[src/rtl/pmrb_defines.vh]
// constants for the phy management register bank
// Summary of operation
// - eleven 16-bit internal registers; ten reachable, one held for factory use
// - reachable: standard 0-5 and vendor 16-19; address 20 reserved
// - writing one to bit 4 starts access; device clears it when finished
// - control bit 15 resets the phy and self-clears; control resets to 0x3000
// - control bits 14,13,12: loopback, 100 Mbps select, auto-negotiation enable
// - control bit 11 powers down; bit 10 disables the media interface
// - control bit 9 restarts auto-negotiation and self-clears when done
// - control bit 8 full duplex, bit 7 collision test; bits 6-0 reserved
// - status bits 15-11 fixed capabilities; status resets to 0x7809
// - status bit 6 reads zero; status bits 10-7 reserved
// - status bit 5 reads one once auto-negotiation acknowledge completes
// - status bit 4 latches high on vendor interrupt or partner remote fault
// - status bit 2 reports link, latched low so a loss stays visible
// - status bit 1 latches high on jabber, zero in normal operation
// - status bit 3 reads one (autoneg capable); bit 0 reads one (extended)
// - register 3 read-only: oui bits 15-10, part 9-4, revision 3-0
`ifndef PMRB_DEFINES_VH
`define PMRB_DEFINES_VH
`define PMRB_ACCESS_OFS      8'h1c
`define PMRB_START_BIT       4
`define PMRB_CMD_BIT         5
`define PMRB_ADDR_LSB        6
`define PMRB_ADDR_MSB        10
`define PMRB_DATA_LSB        16
`define PMRB_REG_CONTROL     5'h00
`define PMRB_REG_STATUS      5'h01
`define PMRB_REG_ID_HIGH     5'h02
`define PMRB_REG_ID_LOW      5'h03
`define PMRB_REG_ADV         5'h04
`define PMRB_REG_PARTNER     5'h05
`define PMRB_REG_VEND_FIRST  5'h10
`define PMRB_REG_VEND_LAST   5'h13
`define PMRB_CONTROL_RESET   16'h3000
`define PMRB_STATUS_RESET    16'h7809
`define PMRB_CTL_RESET_BIT   15
`define PMRB_CTL_RESTART_BIT 9
`define PMRB_CTL_WMASK       16'hff80
`define PMRB_STS_CAPS        5'h0f
`define PMRB_PHY_RESET_CYC   8'h10
`define PMRB_ACCESS_CYC      4'h4
`endif

[src/rtl/pmrb_self_clear.v]
// self-clearing command bit with a timed completion
`timescale 1ns/1ps
module pmrb_self_clear (
   sys_clk,
   rst_n,
   set_req,
   busy,
   done_pulse
);
   input        sys_clk;
   input        rst_n;
   input        set_req;
   output       busy;
   output       done_pulse;
   wire         sys_clk;
   wire         rst_n;
   wire         set_req;
   wire         busy;
   reg          done_pulse;
   parameter [7:0] DURATION = 8'h10;
   reg          busy_ff;
   reg  [7:0]   cnt_ff;
   assign busy = busy_ff;
   always @(posedge sys_clk) begin
      if (!rst_n) begin
         busy_ff    <= 1'b0;
         cnt_ff     <= 8'h00;
         done_pulse <= 1'b0;
      end else begin
         done_pulse <= 1'b0;
         if (set_req && !busy_ff) begin
            busy_ff <= 1'b1;
            cnt_ff  <= DURATION;
         end else if (busy_ff) begin
            if (cnt_ff == 8'h01) begin
               busy_ff    <= 1'b0;
               done_pulse <= 1'b1;
            end
            cnt_ff <= cnt_ff - 8'h01;
         end
      end
   end
endmodule // pmrb_self_clear

[src/rtl/pmrb_latch_bit.v]
// latched status bit that refreshes to the live condition after a read
`timescale 1ns/1ps
module pmrb_latch_bit (
   sys_clk,
   rst_n,
   live,
   read_ack,
   value
);
   input        sys_clk;
   input        rst_n;
   input        live;
   input        read_ack;
   output       value;
   wire         sys_clk;
   wire         rst_n;
   wire         live;
   wire         read_ack;
   parameter    LATCH_HIGH = 1;
   parameter    RESET_VAL  = 0;
   reg          value;
   always @(posedge sys_clk) begin
      if (!rst_n) begin
         value <= (RESET_VAL != 0);
      end else if (read_ack) begin
         value <= live;
      end else if (LATCH_HIGH != 0) begin
         value <= value | live;
      end else begin
         value <= value & live;
      end
   end
endmodule // pmrb_latch_bit

[src/rtl/pmrb_phy_mgmt_register_bank.v]
// phy management register bank behind the indirect access register
`timescale 1ns/1ps
`include "pmrb_defines.vh"
module pmrb_phy_mgmt_register_bank (
   sys_clk,
   rst_n,
   reg_addr,
   reg_wr,
   reg_rd,
   reg_wdata,
   reg_rdata,
   autoneg_done,
   vendor_irq_detect,
   partner_remote_fault,
   link_live,
   jabber_live,
   vendor_rdata,
   vendor_wr,
   vendor_addr,
   vendor_wdata,
   adv_rdata,
   partner_rdata,
   phy_reset_active,
   loop_back_enable,
   speed_100_select,
   autoneg_enable,
   power_down,
   media_interface_disable,
   autoneg_restart,
   full_duplex_select,
   collision_test_enable
);
   input         sys_clk;
   input         rst_n;
   input  [7:0]  reg_addr;
   input         reg_wr;
   input         reg_rd;
   input  [31:0] reg_wdata;
   output [31:0] reg_rdata;
   input         autoneg_done;
   input         vendor_irq_detect;
   input         partner_remote_fault;
   input         link_live;
   input         jabber_live;
   input  [15:0] vendor_rdata;
   output        vendor_wr;
   output [1:0]  vendor_addr;
   output [15:0] vendor_wdata;
   input  [15:0] adv_rdata;
   input  [15:0] partner_rdata;
   output        phy_reset_active;
   output        loop_back_enable;
   output        speed_100_select;
   output        autoneg_enable;
   output        power_down;
   output        media_interface_disable;
   output        autoneg_restart;
   output        full_duplex_select;
   output        collision_test_enable;
   wire          sys_clk;
   wire          rst_n;
   wire   [7:0]  reg_addr;
   wire          reg_wr;
   wire          reg_rd;
   wire   [31:0] reg_wdata;
   wire          autoneg_done;
   wire          vendor_irq_detect;
   wire          partner_remote_fault;
   wire          link_live;
   wire          jabber_live;
   wire   [15:0] vendor_rdata;
   wire   [15:0] adv_rdata;
   wire   [15:0] partner_rdata;
   // output nets, each driven by one continuous assignment below
   wire   [31:0] reg_rdata;
   wire          vendor_wr;
   wire   [1:0]  vendor_addr;
   wire   [15:0] vendor_wdata;
   wire          phy_reset_active;
   wire          loop_back_enable;
   wire          speed_100_select;
   wire          autoneg_enable;
   wire          power_down;
   wire          media_interface_disable;
   wire          autoneg_restart;
   wire          full_duplex_select;
   wire          collision_test_enable;

   // identity fields: arbitrary neutral values
   parameter [15:0] ID_HIGH   = 16'h0123;
   parameter [5:0]  ID_OUI_LO = 6'h05;
   parameter [5:0]  ID_PART   = 6'h01;
   parameter [3:0]  ID_REV    = 4'h0;

   localparam [1:0] ST_IDLE = 2'b00;
   localparam [1:0] ST_BUSY = 2'b01;
   localparam [1:0] ST_DONE = 2'b10;

   reg    [1:0]  state_ff;
   reg    [1:0]  nxt_state;
   reg    [3:0]  wait_ff;
   reg           cmd_ff;
   reg    [4:0]  index_ff;
   reg    [15:0] word_ff;
   reg    [15:0] ctl_ff;
   reg           vendor_wr_ff;
   reg           status_rd_ff;
   reg    [15:0] rd_mux;
   wire          rst_busy;
   wire          restart_busy;
   wire          rst_set;
   wire          restart_set;
   wire          ctl_wr;
   wire          lat_fault;
   wire          lat_link;
   wire          lat_jab;
   wire   [15:0] status_word;

   // decode of the target index into the vendor range 16-19
   function is_vendor;
      input [4:0] idx;
      begin
         is_vendor = (idx >= `PMRB_REG_VEND_FIRST) && (idx <= `PMRB_REG_VEND_LAST);
      end
   endfunction

   wire host_sel   = (reg_addr == `PMRB_ACCESS_OFS);
   wire start_req  = host_sel && reg_wr && reg_wdata[`PMRB_START_BIT] && (state_ff == ST_IDLE);
   wire finish     = (state_ff == ST_BUSY) && (wait_ff == 4'h1);
   // read and write completions, one cycle each; reg_rd has no side effect
   // because the status refresh keys off the sequencer, not the host strobe
   wire rd_finish  = finish && !cmd_ff;
   wire wr_finish  = finish && cmd_ff;

   // access sequencer; start written while busy is ignored
   always @* begin
      nxt_state = state_ff;
      case (state_ff)
         ST_IDLE: begin
            if (start_req) begin
               nxt_state = ST_BUSY;
            end
         end
         ST_BUSY: begin
            if (finish) begin
               nxt_state = ST_DONE;
            end
         end
         ST_DONE: begin
            nxt_state = ST_IDLE;
         end
         default: begin
            nxt_state = ST_IDLE;
         end
      endcase
   end

   always @(posedge sys_clk) begin
      if (!rst_n) begin
         state_ff <= ST_IDLE;
         wait_ff  <= 4'h0;
         cmd_ff   <= 1'b0;
         index_ff <= 5'h00;
         word_ff  <= 16'h0000;
      end else begin
         state_ff <= nxt_state;
         if (host_sel && reg_wr && state_ff == ST_IDLE) begin
            cmd_ff   <= reg_wdata[`PMRB_CMD_BIT];
            index_ff <= reg_wdata[`PMRB_ADDR_MSB:`PMRB_ADDR_LSB];
            word_ff  <= reg_wdata[31:`PMRB_DATA_LSB];
         end
         if (start_req) begin
            wait_ff <= `PMRB_ACCESS_CYC;
         end else if (state_ff == ST_BUSY) begin
            wait_ff <= wait_ff - 4'h1;
         end
         if (rd_finish) begin
            word_ff <= rd_mux;
         end
      end
   end

   // write completes on finish; control bits 15 and 9 launch timed actions
   assign ctl_wr      = wr_finish && (index_ff == `PMRB_REG_CONTROL);
   assign rst_set     = ctl_wr && word_ff[`PMRB_CTL_RESET_BIT];
   assign restart_set = ctl_wr && word_ff[`PMRB_CTL_RESTART_BIT];

   // both timers share one duration; a new access is not held off while one runs
   pmrb_self_clear #(.DURATION(`PMRB_PHY_RESET_CYC)) u_phy_reset (
      .sys_clk    (sys_clk),
      .rst_n      (rst_n),
      .set_req    (rst_set),
      .busy       (rst_busy),
      .done_pulse ()
   );

   pmrb_self_clear #(.DURATION(`PMRB_PHY_RESET_CYC)) u_an_restart (
      .sys_clk    (sys_clk),
      .rst_n      (rst_n),
      .set_req    (restart_set),
      .busy       (restart_busy),
      .done_pulse ()
   );

   always @(posedge sys_clk) begin
      if (!rst_n || rst_busy) begin
         ctl_ff <= `PMRB_CONTROL_RESET;
      end else if (ctl_wr) begin
         ctl_ff <= word_ff & `PMRB_CTL_WMASK;
      end
   end

   // a status read refreshes latched bits after the value is captured
   always @(posedge sys_clk) begin
      if (!rst_n) begin
         status_rd_ff <= 1'b0;
         vendor_wr_ff <= 1'b0;
      end else begin
         status_rd_ff <= rd_finish && (index_ff == `PMRB_REG_STATUS);
         vendor_wr_ff <= wr_finish && is_vendor(index_ff);
      end
   end

   // the vendor interrupt and the partner remote fault set the same latched flag
   wire          fault_live = vendor_irq_detect | partner_remote_fault;

   pmrb_latch_bit #(.LATCH_HIGH(1), .RESET_VAL(0)) u_fault (
      .sys_clk  (sys_clk),
      .rst_n    (rst_n),
      .live     (fault_live),
      .read_ack (status_rd_ff),
      .value    (lat_fault)
   );

   // link starts latched low, so the first status read after reset shows no link
   pmrb_latch_bit #(.LATCH_HIGH(0), .RESET_VAL(0)) u_link (
      .sys_clk  (sys_clk),
      .rst_n    (rst_n),
      .live     (link_live),
      .read_ack (status_rd_ff),
      .value    (lat_link)
   );

   pmrb_latch_bit #(.LATCH_HIGH(1), .RESET_VAL(0)) u_jab (
      .sys_clk  (sys_clk),
      .rst_n    (rst_n),
      .live     (jabber_live),
      .read_ack (status_rd_ff),
      .value    (lat_jab)
   );

   // fixed capability bits plus live and latched conditions
   assign status_word = {`PMRB_STS_CAPS,
                         4'h0, 1'b0,
                         autoneg_done,
                         lat_fault,
                         1'b1,
                         lat_link,
                         lat_jab,
                         1'b1};

   // bits 15 and 9 are stored but read back through the busy timers, so a
   // stale one never shows once its timer has run out
   wire   [15:0] ctl_view = {rst_busy, ctl_ff[14:10], restart_busy, ctl_ff[8:0]};

   // factory register and unmapped indices read zero
   always @* begin
      if (index_ff == `PMRB_REG_CONTROL) begin
         rd_mux = ctl_view;
      end else if (index_ff == `PMRB_REG_STATUS) begin
         rd_mux = status_word;
      end else if (index_ff == `PMRB_REG_ID_HIGH) begin
         rd_mux = ID_HIGH;
      end else if (index_ff == `PMRB_REG_ID_LOW) begin
         rd_mux = {ID_OUI_LO, ID_PART, ID_REV};
      end else if (index_ff == `PMRB_REG_ADV) begin
         rd_mux = adv_rdata;
      end else if (index_ff == `PMRB_REG_PARTNER) begin
         rd_mux = partner_rdata;
      end else if (is_vendor(index_ff)) begin
         rd_mux = vendor_rdata;
      end else begin
         rd_mux = 16'h0000;
      end
   end

   // start bit reads one until the sequencer is idle again
   wire          start_flag = (state_ff != ST_IDLE);
   assign reg_rdata = host_sel ?
                      {word_ff, 5'h00, index_ff, cmd_ff, start_flag, 4'h0} :
                      32'h0000_0000;

   assign vendor_wr              = vendor_wr_ff;
   assign vendor_addr            = index_ff[1:0];
   assign vendor_wdata           = word_ff;
   assign phy_reset_active       = rst_busy;
   assign loop_back_enable       = ctl_ff[14];
   assign speed_100_select       = ctl_ff[13];
   assign autoneg_enable         = ctl_ff[12];
   assign power_down             = ctl_ff[11];
   assign media_interface_disable = ctl_ff[10];
   assign autoneg_restart        = restart_busy;
   assign full_duplex_select     = ctl_ff[8];
   assign collision_test_enable  = ctl_ff[7];
endmodule // pmrb_phy_mgmt_register_bank

[config.mk]
export PLATFORM = sky130hd
export DESIGN_NAME = pmrb_phy_mgmt_register_bank
export DESIGN_NICKNAME = d
export VERILOG_FILES = /design/src/rtl/pmrb_self_clear.v /design/src/rtl/pmrb_latch_bit.v /design/src/rtl/pmrb_phy_mgmt_register_bank.v
export VERILOG_INCLUDE_DIRS = /design/src /design/src/rtl
export SDC_FILE = /design/constraint.sdc
export NUM_CORES = 1
export LEC_CHECK = 0
export BUFFER_PORTS_ARGS = -buffer_cell sky130_fd_sc_hd__buf_4
export CORE_MARGIN = 1
export CORE_UTILIZATION = 48
export CTS_CLUSTER_DIAMETER = 30
export DETAILED_ROUTE_END_ITERATION = 10
export PLACE_DENSITY = 0.81
export SETUP_SLACK_MARGIN = 0.02
export SLEW_MARGIN = 10
export SYNTH_ARGS = -nofsm -noshare
export SYNTH_HDL_FRONTEND = slang
export SYNTH_HIERARCHICAL = 1
export SYNTH_SLANG_ARGS = --single-unit
[constraint.sdc]
create_clock -name sys_clk -period 2.25 [get_ports sys_clk]
set_input_delay 0.3375 -clock sys_clk [delete_from_list [all_inputs] [get_ports sys_clk]]
set_output_delay 0.3375 -clock sys_clk [all_outputs]
set_load 0.05 [all_outputs]
======== Word-level counts from Yosys, hierarchy flattened ========
Index checks and enable logic that the tools add are counted.
storage, ports and cells
  bits in registers ....................... 59
  input bits .............................. 97
  output and inout bits ................... 60
  word-level logic and storage cells ...... 99
operators by class
  add/subtract/negate cells ............... 3
  magnitude comparators ................... 2
  eq/ne operators ......................... 12
  multiplexer cells ....................... 28
  bitwise logic cells ..................... 5
  reduce and logical (&&, ||, !) cells .... 31
operator list
  cell                 count
  $mux 16              9
  $mux 32              1
  $mux 5               4
  $eq 8x1->1 const B   2
  $sub 8x1->8 const B  2
  $logic_and 1x1->1    15
  $eq 5x2->1 const B   2
  $eq 5x3->1 const B   2
  $reduce_bool 2->1    5
  $mux 1               9
  $eq 8x5->1 const B   1
  $mux 3               2
  $reduce_or 2->1      3
  $eq 5x1->1 const B   1
  $ge 5x5->1 const B   1
  $le 5x5->1 const B   1
  $logic_not 5->1      1
  $eq 4x1->1 const B   1
  $logic_not 1->1      4
  $mux 2               2
  $ne 2x2->1 const B   2
  $pmux 2 s2           1
  $sub 4x1->4 const B  1
  $or 1x1->1           3
  6 further kinds      6

======== Depth between registers and ports, before layout ========
Gate-level depths: netlist of the first run.
  word-level depth ........................ 10
  depth in mapped cells ................... 9
  depth with buffers taken out ............ 9

======== Modules after synthesis ========
The synthesis of the first run kept the hierarchy.
by module, submodules not included
  module                        instances  cells an instance  area an instance (µm²)  seq. area each (µm²)
  pmrb_phy_mgmt_register_bank   1          338                2543.7                  740.7
  pmrb_self_clear               2          48                 447.9                   200.2
  pmrb_latch_bit (u_fault ...)  2          3                  41.3                    20.0
  pmrb_latch_bit (u_link)       1          2                  30.0                    20.0

======== Worst setup path before layout of the first run ========
No wires, ideal clock.
  path type ............................... in2out
  start ................................... input port reg_addr[7]
  end ..................................... output port reg_rdata[4]
  data arrival time ....................... 2.038 ns
  required time ........................... 1.913 ns
  slack ................................... -0.126 ns
  cell stages on the path ................. 2
  buffers on the path ..................... 0
  cell sequence ........................... or4_1 > nor3_1
between the ends
  cells in the longest elaborated chain, start to end .. 2
ends and longest elaborated chain
  what                         line                               text
  start, declared              pmrb_phy_mgmt_register_bank.v:62   wire [7:0] reg_addr;
  $eq 8x5->1 (no source line)  -
  $mux 32                      pmrb_phy_mgmt_register_bank.v:289  assign reg_rdata = host_sel ?
  end, declared                pmrb_phy_mgmt_register_bank.v:75   wire [31:0] reg_rdata;
No other way between the ends.

======== Worst setup path after layout of the first run ========
  start ................................... register wait_ff[0]
  end ..................................... register word_ff[1], in the netlist vendor_wdata[1]
between the ends
  cells in the longest elaborated chain, start to end .. 4
ends and longest elaborated chain
  what                                          line                               text
  start, declared                               pmrb_phy_mgmt_register_bank.v:101  reg [3:0] wait_ff;
  start signal, assigned                        pmrb_phy_mgmt_register_bank.v:173  wait_ff <= `PMRB_ACCESS_CYC;
  start signal, assigned                        pmrb_phy_mgmt_register_bank.v:175  wait_ff <= wait_ff - 4'h1;
  $eq 4x1->1 (*)                                pmrb_phy_mgmt_register_bank.v:129  wire finish = (state_ff == ST_BUSY) && (wait_ff == 4'h1);
  $logic_and 1x1->1 (*)                         pmrb_phy_mgmt_register_bank.v:129
  $logic_and 1x1->1 (*)                         pmrb_phy_mgmt_register_bank.v:132  wire rd_finish = finish && !cmd_ff;
  $mux 16 or $reduce_bool 2->1 (tied branches)  -
  end signal, assigned                          pmrb_phy_mgmt_register_bank.v:170  word_ff <= reg_wdata[31:`PMRB_DATA_LSB];
  end signal, assigned                          pmrb_phy_mgmt_register_bank.v:178  word_ff <= rd_mux;
  end, declared                                 pmrb_phy_mgmt_register_bank.v:104  reg [15:0] word_ff;
Mark *: on every way between the ends. The rest lies on a longest branch, timed or not.
A chain may end at the register's enable or synchronous reset.

==> summary.md, run 1 <==
| Metric | Value |
|---|---|
| Status | completed |
| Pin count of the biggest net entering global routing | 22 |
| DP Area | roughly 4600 µm² |
| Worst Hold Endpoint | u_jab/value |
| Synth Cell Area | ~3500 µm² |
| Hold depth | 2 |
| Global route total overflow | 0 |
| Full die area | 7640 µm² |
| Element type at the critical path start | register |
| Total CTS buffers | 9 |
| Number of remaining DRC errors | 0 |
| Number of hold buffers added after cts | 0 |
| Worst Path Required | about 2.5 ns |
| Overall die width | 87.4 µm |
| Util after Layout | 70.1% |
| Post_cts resized | 0 |
| Worst Tran Pin Value | 0.610 ns |
| Layout area overhead | 38.4% |
| Worst r2r src | wait_ff[0] |
| FP Rows | 30 |
| Initial DRC count | 321 |
| Chip height | ~90 µm |
| Router iterations before antenna repair | 5 |
| Core area | between 6000 and 7000 µm² |
| Fin nets | about 680 |
| Placed Instances | roughly 660 |
| Gr usage total | a little under a third |
| Final setup margin | 0.183 ns |
| Final Max Slew Viols | 0 |
| Final Wtd Congestion | approximately 0.89 |
| Crit path capture type | register |
| Initial antenna violation count | 0 |
| Headroom to the max-slew limit | 59.0% |
| WL per Instance | around 17 µm |
| Initial core utilization | a little over 50% |
| WL met2 | about 5500 µm |
| Port Buf Inserts | ~140 |
| Min Tclk post-route | between 2 and 2.5 ns |
| Worst-Skew Late Latency | ~0.34 ns |
| Share of the clock period used by the worst path | 91.8% |
| Setup Skew | 0.00612 ns |
| Final setup viols | 0 |
| Power, Total | 2.24 mW |
| Max IR drop VDD | approximately 0.26 mV |
| First-pass GRT wire length | between 15,000 and 20,000 µm |
| Ys Warns | 6 |
| Syn_area_per_cell | 7.99 µm² |
| Post-placement worst setup slack | roughly 0.12 ns |
| H-tree levels | 3 |
| Root Driver | clkbuf_8 |
| Max Root-Sink Buffers | 2 |
| Worst-path clk slew | around 0.07 ns |
| Fin. Hold Viols | 0 |
| Clock sinks | a little under 60 |
| Worst endpoint data arrival time | 2.29 ns |
| Diode count | 0 |
| Critical Path Fanout Max | 6 |
| Top sig layer | met4 |
| Fillers | 581 |
| Top Ports | between 150 and 200 |
| Setup Fix Bufs, Post-CTS | 0 |
| Layout cells sized above 1 | about a third |
| CTS tree | done |
| Finished Cell Area | between 4000 and 5000 µm² |
| Reg2reg path depth | 7 |
| Antenna-violating nets left | 0 |
| Area occupied by multi-input gates | approximately 2100 µm² |
| Number of vias per cell | around 5.8 |
| Syn Inst Count | about 440 |
| Pwr dens | about 460 nW/µm² |
| Met3 wire len | around 960 µm |
| R2r endpoint | vendor_wdata[1] |
| Register area | about 1200 µm² |
| Vias in the first global route | around 3,600 |
| Max-Cap Viols | 0 |
| Vias | roughly 3,900 |
| Leak Pwr | ~2.2 nW |
| Reg-to-reg slack, setup | 0.18 ns |
| Routed WL | around 11,000 µm |
| Crit Path Category | register to register |
| FMAX | around 0.48 GHz |
| Setup TNS | 0 ns |
| Non-filler cells in the finished layout | between 600 and 700 |
| Detailed placer's ending HPWL | between 8000 and 9000 µm |
| Min Hold Slack | about 0.21 ns |
| Tightest Hold Check Type | input port to register |
| M1 WL | around 4600 µm |
| Hold Crit Start | jabber_live |
| Unrepaired setup endpoints after global routing | no |
layout by cell type (no fill, tap or decap), types with 7 or more instances in the layout:
master and count:
and3_1 21, nor2_1 33, nor4_1 8, nand2_1 45, buf_4 161, inv_1 13, o31ai_1 10, dfxtp_1 58
or4_1 7, a21oi_1 44, o21ai_0 22, clkbuf_8 11, or3_1 7, nor3_1 17, conb_1 9, mux2i_1 9
o2bb2ai_1 8
registers in the layout, indices dropped and copies added, names as in the netlist:
name	count
cmd_ff	1
ctl_ff	7
index_ff	5
state_ff	2
status_rd_ff	1
u_an_restart/busy	1
u_an_restart/cnt_ff	8
u_fault/value	1
u_jab/value	1
u_link/value	1
u_phy_reset/busy	1
u_phy_reset/cnt_ff	8
vendor_wdata	16
vendor_wr	1
wait_ff	4
worst max-delay path by stage:
stage	from	to	slack (ns)
floorplan	reg_addr[7]	reg_rdata[4]	-0.13
global placement	wait_ff[0]	vendor_wdata[1]	0.19
detailed placement	wait_ff[0]	vendor_wdata[1]	0.12
CTS	wait_ff[0]	vendor_wdata[1]	0.10
global route	wait_ff[0]	u_phy_reset/cnt_ff[1]	0.03
finish	wait_ff[0]	vendor_wdata[1]	0.18
critical path, cell delays in order, from the launching register on:
cell and delay [ns]:
dfxtp_1 0.39, ha_1 0.17, or3b_4 0.40, or3_4 0.39, buf_4 0.19, nor2_1 0.12
a21boi_0 0.21, nor4_1 0.08
power by group:
group | internal [mW] | switching, mW
Clock | 0.570 | 0.424
Sequential | 1.03 | 0.00399
Combinational | 0.112 | 0.0978
per-layer routing:
layer	GRT usage, %	vias up
li1	-	1845
met1	36.9	1798
met2	51.6	235
met3	5.12	31
met4	13.9	0
met5	0	-
area by class of cell:
type	count	area share [%]
tap	96	2.48
clock buffer	12	3.20
inverter	14	1.08
clock inverter	4	1.03
timing repair buffer	161	25.0
multi-input combinational	334	43.3
sequential	58	24.0
Note: power is estimated with default switching activity, not from simulation.
==> run 2, diff against run 1 <==
- BUFFER_PORTS_ARGS: -buffer_cell sky130_fd_sc_hd__buf_4 -> default
- CORE_UTILIZATION: 48 -> 64
- DONT_BUFFER_PORTS: default -> 1
- PLACE_DENSITY: 0.81 -> 0.8
==> run 2 against run 1 <==
Net effect:
- critical path depth is 1 lower
- largest cell class unchanged
- worst hold slack worse by 0.091 ns
- critical endpoint is now vendor_wdata[12]
- routed wire length is 7.2% lower
- clock skew is 0.0059 ns higher
- sequential power hardly changed
- largest power group is now clock
==> summary.md, run 2 (same netlist as run 1, synthesis figures left out) <==
| Metric | Value |
|---|---|
| Number of remaining DRC errors | 0 (unchanged) |
| Diode count | 0 (unchanged) |
| First-pass GRT wire length | 17,000 µm (-2.6%) |
| Number of vias per cell | 6.43 (+12%) |
| Initial core utilization | 67.7% (+17 points) |
| Tightest Hold Check Type | input port to register |
| Element type at the critical path start | register |
| Fin nets | 585 (-14%) |
| Total CTS buffers | 9 (unchanged) |
| Status | completed |
| Min Tclk post-route | 2.08 ns (+0.0158 ns) |
| Worst r2r src | index_ff[4] |
| Number of hold buffers added after cts | 0 (unchanged) |
| Final Wtd Congestion | 0.911 (+2.6%) |
| CTS tree | done |
| Post_cts resized | 0 (unchanged) |
| Full die area | 5770 µm² (-24%) |
| Fillers | 353 (-39%) |
| WL per Instance | 19.0 µm (+13%) |
| Max IR drop VDD | 0.463 mV (+75%) |
| H-tree levels | 3 (unchanged) |
| Headroom to the max-slew limit | 59.7% (+0.72 points) |
| Max reg flops | 16 (unchanged) |
| Max-Cap Viols | 0 (unchanged) |
| Pwr dens | 527 nW/µm² (+14%) |
| Worst-Skew Late Latency | 0.34 ns (about the same) |
| Unrepaired setup endpoints after global routing | no |
| Global route total overflow | 0 (unchanged) |
| Worst Hold Endpoint | index_ff[1] |
| Worst-path clk slew | 0.07 ns (about the same) |
| Top Ports | 157 (unchanged) |
| Crit Path Category | register to register |
| Crit path capture type | register |
| Detailed placer's ending HPWL | 7940 µm (-9.1%) |
| Final Max Slew Viols | 0 (unchanged) |
| Layout cells sized above 1 | 21.1% (-12 points) |
| Share of the clock period used by the worst path | 92.5% (+0.70 points) |
| Antenna-violating nets left | 0 (unchanged) |
| Port Buf Inserts | 0 (-100%) |
| Gr usage total | 37.2% (+7.0 points) |
| Setup Fix Bufs, Post-CTS | 0 (unchanged) |
| Clock sinks | 58 (unchanged) |
| Hold Crit Start | reg_wdata[7] |
| Core area | 5170 µm² (-25%) |
| Setup TNS | 0 ns (unchanged) |
| Reg2reg path depth | 6 (-1) |
| Vias | 3,579 (-8.4%) |
| Worst endpoint data arrival time | 2.32 ns (+0.03 ns) |
| Min Hold Slack | 0.123 ns (-0.0908 ns) |
| Power, Total | 2.18 mW (-2.6%) |
| Initial antenna violation count | 0 (unchanged) |
| Pin count of the biggest net entering global routing | 23 (+4.5%) |
| Fin. Hold Viols | 0 (unchanged) |
| Setup Skew | 0.0120 ns (+0.00591 ns) |
| Root Driver | clkbuf_8 |
| Reg-to-reg slack, setup | 0.17 ns (-0.02 ns) |
| R2r endpoint | vendor_wdata[12] |
| Overall die width | 75.9 µm (-13%) |
| Initial DRC count | 322 (+0.31%) |
| Router iterations before antenna repair | 7 (+2) |
| FMAX | 0.480 GHz (-0.76%) |
| Chip height | 75.9 µm (-13%) |
| Routed WL | 10,600 µm (-7.2%) |
| Most frequent cells in the layout | buf_4, dfxtp_1, nand2_1, a21oi_1, nor2_1 |
| Layout area overhead | 18.1% |
| Critical Path Fanout Max | 11 (+5) |
| Final setup viols | 0 (unchanged) |
| Worst Path Required | 2.49 ns (+0.02 ns) |
| FP Rows | 26 (-13%) |
| Leak Pwr | 1.74 nW (-20%) |
| Hold depth | 2 (unchanged) |
| Vias in the first global route | 3,451 (-3.8%) |
| Worst Tran Pin Value | 0.604 ns (-0.00688 ns) |
| Max Root-Sink Buffers | 2 (unchanged) |
| Most common cell after layout, fill and taps aside | buf_4 |
==> run 2: cell types whose count changed in the layout (fill, tap and decap cells not counted), sizes merged <==
cell / previous run / this run
buf: 161 / 65
bufinv: 1 / 2
clkbuf: 12 / 11
clkinv: 2 / 3
clkinvlp: 2 / 1
==> run 2: critical path: stages, from the launching register on <==
cell and delay [ns]:
dfxtp_1 0.38, buf_4 0.20, or3b_4 0.42, nor2_2 0.40, a221oi_2 0.13, o21a_1 0.22
a311oi_1 0.23
==> run 2: routing by layer <==
metal	vias to the layer above	GRT usage [%]	wire length, µm
met1	1655	42.2	4010
met5	-	0	0
met2	225	64.5	5180
li1	1656	-	-
met4	0	15.0	352
met3	43	11.8	1050
==> run 2: worst max path at each step <==
| stage | from | to | cells after the start |
|---|---|---|---|
| after floorplan | reg_addr[7] | reg_rdata[4] | 2 |
| after global placement | wait_ff[0] | vendor_wdata[5] | 7 |
| after detailed placement | wait_ff[0] | vendor_wdata[1] | 7 |
| after CTS | wait_ff[0] | vendor_wdata[1] | 7 |
| after global routing | index_ff[4] | vendor_wdata[15] | 6 |
| final | index_ff[4] | vendor_wdata[12] | 6 |
==> run 2: stage by stage <==
step	instance area (µm²)	setup WS, ns	instances	util, %
after global routing	4130	0.0282	557	79.9
final	4130	0.168	557	79.9
after CTS	4120	0.138	557	79.7
after floorplan	3530	-0.126	446	-
after detailed placement	3900	0.155	541	75.4
after global placement	3900	0.208	541	75.4
==> run 2: final cells by class <==
type	count	area [µm²]	area share, %
multi-input cells	334	2110	51.1
flip-flops and latches	58	1160	28.1
repair buffers	65	500	12.1
clock buffers	11	141	3.42
well taps	70	87.6	2.12
clock inverters	5	77.6	1.88
inverters	14	52.6	1.27
==> run 2: report_power, final <==
group | switching, mW | internal (mW) | leakage, nW
combinational | 0.0627 | 0.0185 | 1.16
clock | 0.414 | 0.650 | 0.109
sequential | 0.00338 | 1.03 | 0.468
==> run 3, diff against run 2 <==
- clock period: 2.25 -> 2.27 ns (I/O delays scaled with it)
==> run 3 against run 2 <==
Net effect:
- critical path type unchanged
- largest power group is now sequential cells
- non-clock buffer count down 3
- largest cell class unchanged
- critical path depth unchanged
- first-iteration DRC count down 16%
- sequential power about the same
- die area unchanged
- fmax up 0.28%
- cell area down 1.7%
- worst hold slack better by 0.0097 ns
- utilization down 1.3 points
- flip-flop and latch count unchanged
==> summary.md, run 3 (same netlist as run 1, synthesis figures left out) <==
| Metric | Value |
|---|---|
| Status | completed |
| Max Root-Sink Buffers | 2 (unchanged) |
| Util after Layout | 78.6% (-1.3 points) |
| Worst endpoint data arrival time | 2.31 ns (about the same) |
| Pwr dens | 491 nW/µm² (-6.9%) |
| Layout cells sized above 1 | 19.8% (-1.3 points) |
| Max IR drop VDD | 0.387 mV (-16%) |
| Final Max Slew Viols | 0 (unchanged) |
| Top Ports | 157 (unchanged) |
| Diode count | 0 (unchanged) |
| Crit path capture type | register |
| Routed WL | 10,400 µm (-1.8%) |
| Global route total overflow | 0 (unchanged) |
| Gr usage total | 35.9% (-1.3 points) |
| Fin nets | 582 (-0.51%) |
| Root Driver | clkbuf_8 |
| Max reg flops | 16 (unchanged) |
| Worst Tran Pin Value | 0.583 ns (-0.0202 ns) |
| Vias in the first global route | 3,264 (-5.4%) |
| Setup Skew | 0.00781 ns (-0.00422 ns) |
| Chip height | 75.9 µm (unchanged) |
| Worst-Skew Late Latency | 0.33 ns (about the same) |
| Detailed placer's ending HPWL | 7800 µm (-1.9%) |
| Tightest Hold Check Type | input port to register |
| Leak Pwr | 1.70 nW (-2.3%) |
| Antenna-violating nets left | 0 (unchanged) |
| H-tree levels | 3 (unchanged) |
| Finished Cell Area | 4060 µm² (-1.7%) |
| Total CTS buffers | 9 (unchanged) |
| Pin count of the biggest net entering global routing | 23 (unchanged) |
| Fillers | 385 (+9.1%) |
| Top sig layer | met4 |
| Overall die width | 75.9 µm (unchanged) |
| Final setup viols | 0 (unchanged) |
| Met3 wire len | 968 µm (-7.9%) |
| Full die area | 5770 µm² (unchanged) |
| Number of vias per cell | 6.42 (-0.10%) |
| Element type at the critical path start | register |
| Router iterations before antenna repair | 5 (-2) |
| WL met2 | 5190 µm (about the same) |
| Worst-path clk slew | 0.07 ns (about the same) |
| CTS tree | done |
| Share of the clock period used by the worst path | 91.5% (-1.1 points) |
| Crit Path Category | register to register |
| Setup Fix Bufs, Post-CTS | 0 (unchanged) |
| M1 WL | 4020 µm (+0.25%) |
| Initial antenna violation count | 0 (unchanged) |
| Min Tclk post-route | 2.08 ns (-0.00590 ns) |
| Number of remaining DRC errors | 0 (unchanged) |
| Initial core utilization | 67.7% (unchanged) |
| Most frequent cells in the layout | buf_4, dfxtp_1, nand2_1, a21oi_1, nor2_1 |
| FP Rows | 26 (unchanged) |
| Critical Path Fanout Max | 11 (unchanged) |
| Clock sinks | 58 (unchanged) |
| Core area | 5170 µm² (unchanged) |
| Initial DRC count | 269 (-16%) |
| Worst Path Required | 2.50 ns (about the same) |
| Fin. Hold Viols | 0 (unchanged) |
| FMAX | 0.482 GHz (+0.28%) |
| Layout area overhead | 16.1% |
| Vias | 3,556 (-0.64%) |
| WL per Instance | 18.8 µm (-1.2%) |
| Most common cell after layout, fill and taps aside | buf_4 |
| Headroom to the max-slew limit | 61.1% (+1.3 points) |
| Final Wtd Congestion | 0.905 (-0.67%) |
| First-pass GRT wire length | 16,400 µm (-4.0%) |
| Max-Cap Viols | 0 (unchanged) |
| Port Buf Inserts | 0 (unchanged) |
| Min Hold Slack | 0.133 ns (+0.00968 ns) |
| DP Area | 3880 µm² (-0.58%) |
| Unrepaired setup endpoints after global routing | no |
-- run 3: through the flow --
stage	TNS, ns	instances	setup slack, ns	total power [mW]
2_1_floorplan	-0.432	446	-0.112	1.12
3_3_place_gp	0	538	0.227	1.12
3_5_place_dp	0	538	0.153	1.12
4_1_cts	0	554	0.149	2.00
5_1_grt	0	554	0.0205	2.06
6_report	0	554	0.194	1.99
-- run 3: final timing paths --
kind	from	end	cells after the start	slack [ns]
worst min register to register	u_phy_reset/cnt_ff[6]	u_phy_reset/cnt_ff[6]	2	0.48
worst max register to register	index_ff[4]	vendor_wdata[1]	6	0.19
worst min-delay path	rst_n	u_fault/value	1	0.13
worst max-delay path	index_ff[4]	vendor_wdata[1]	6	0.19
-- run 3: critical path, stage by stage (launching register included) --
cell and delay, ns:
dfxtp_1 0.37, buf_4 0.20, or3b_4 0.42, nor2_2 0.40
o2bb2ai_1 0.20, a21boi_0 0.12, nor4_1 0.27
-- run 3: cell type report --
class / count / area, µm² / share of cell area [%]
tap: 70 / 87.6 / 2.16
inverter: 14 / 52.6 / 1.29
timing repair buffer: 62 / 478 / 11.8
clock buffer: 13 / 139 / 3.42
multi-input combinational: 334 / 2110 / 51.8
clock inverter: 3 / 40.0 / 0.985
sequential: 58 / 1160 / 28.6
-- run 3: repair_timing --
action / 4_1_cts / 5_1_grt
endpoints found under the setup margin: 0 / 1
hold buffers: 0 / 0
gates resized for setup: 0 / 1
-- run 3: where the power goes --
part	leakage [nW]	switching, mW	total (mW)	internal (mW)
combinational	1.14	0.0619	0.0798	0.0178
sequential	0.468	0.00295	1.02	1.02
clock	0.0914	0.385	0.890	0.505
-- run 3: layer usage --
metal / up-vias / global-route usage (%)
met5: - / 0
met4: 0 / 15.0
met3: 23 / 8.19
met2: 218 / 61.5
met1: 1667 / 43.0
li1: 1648 / -
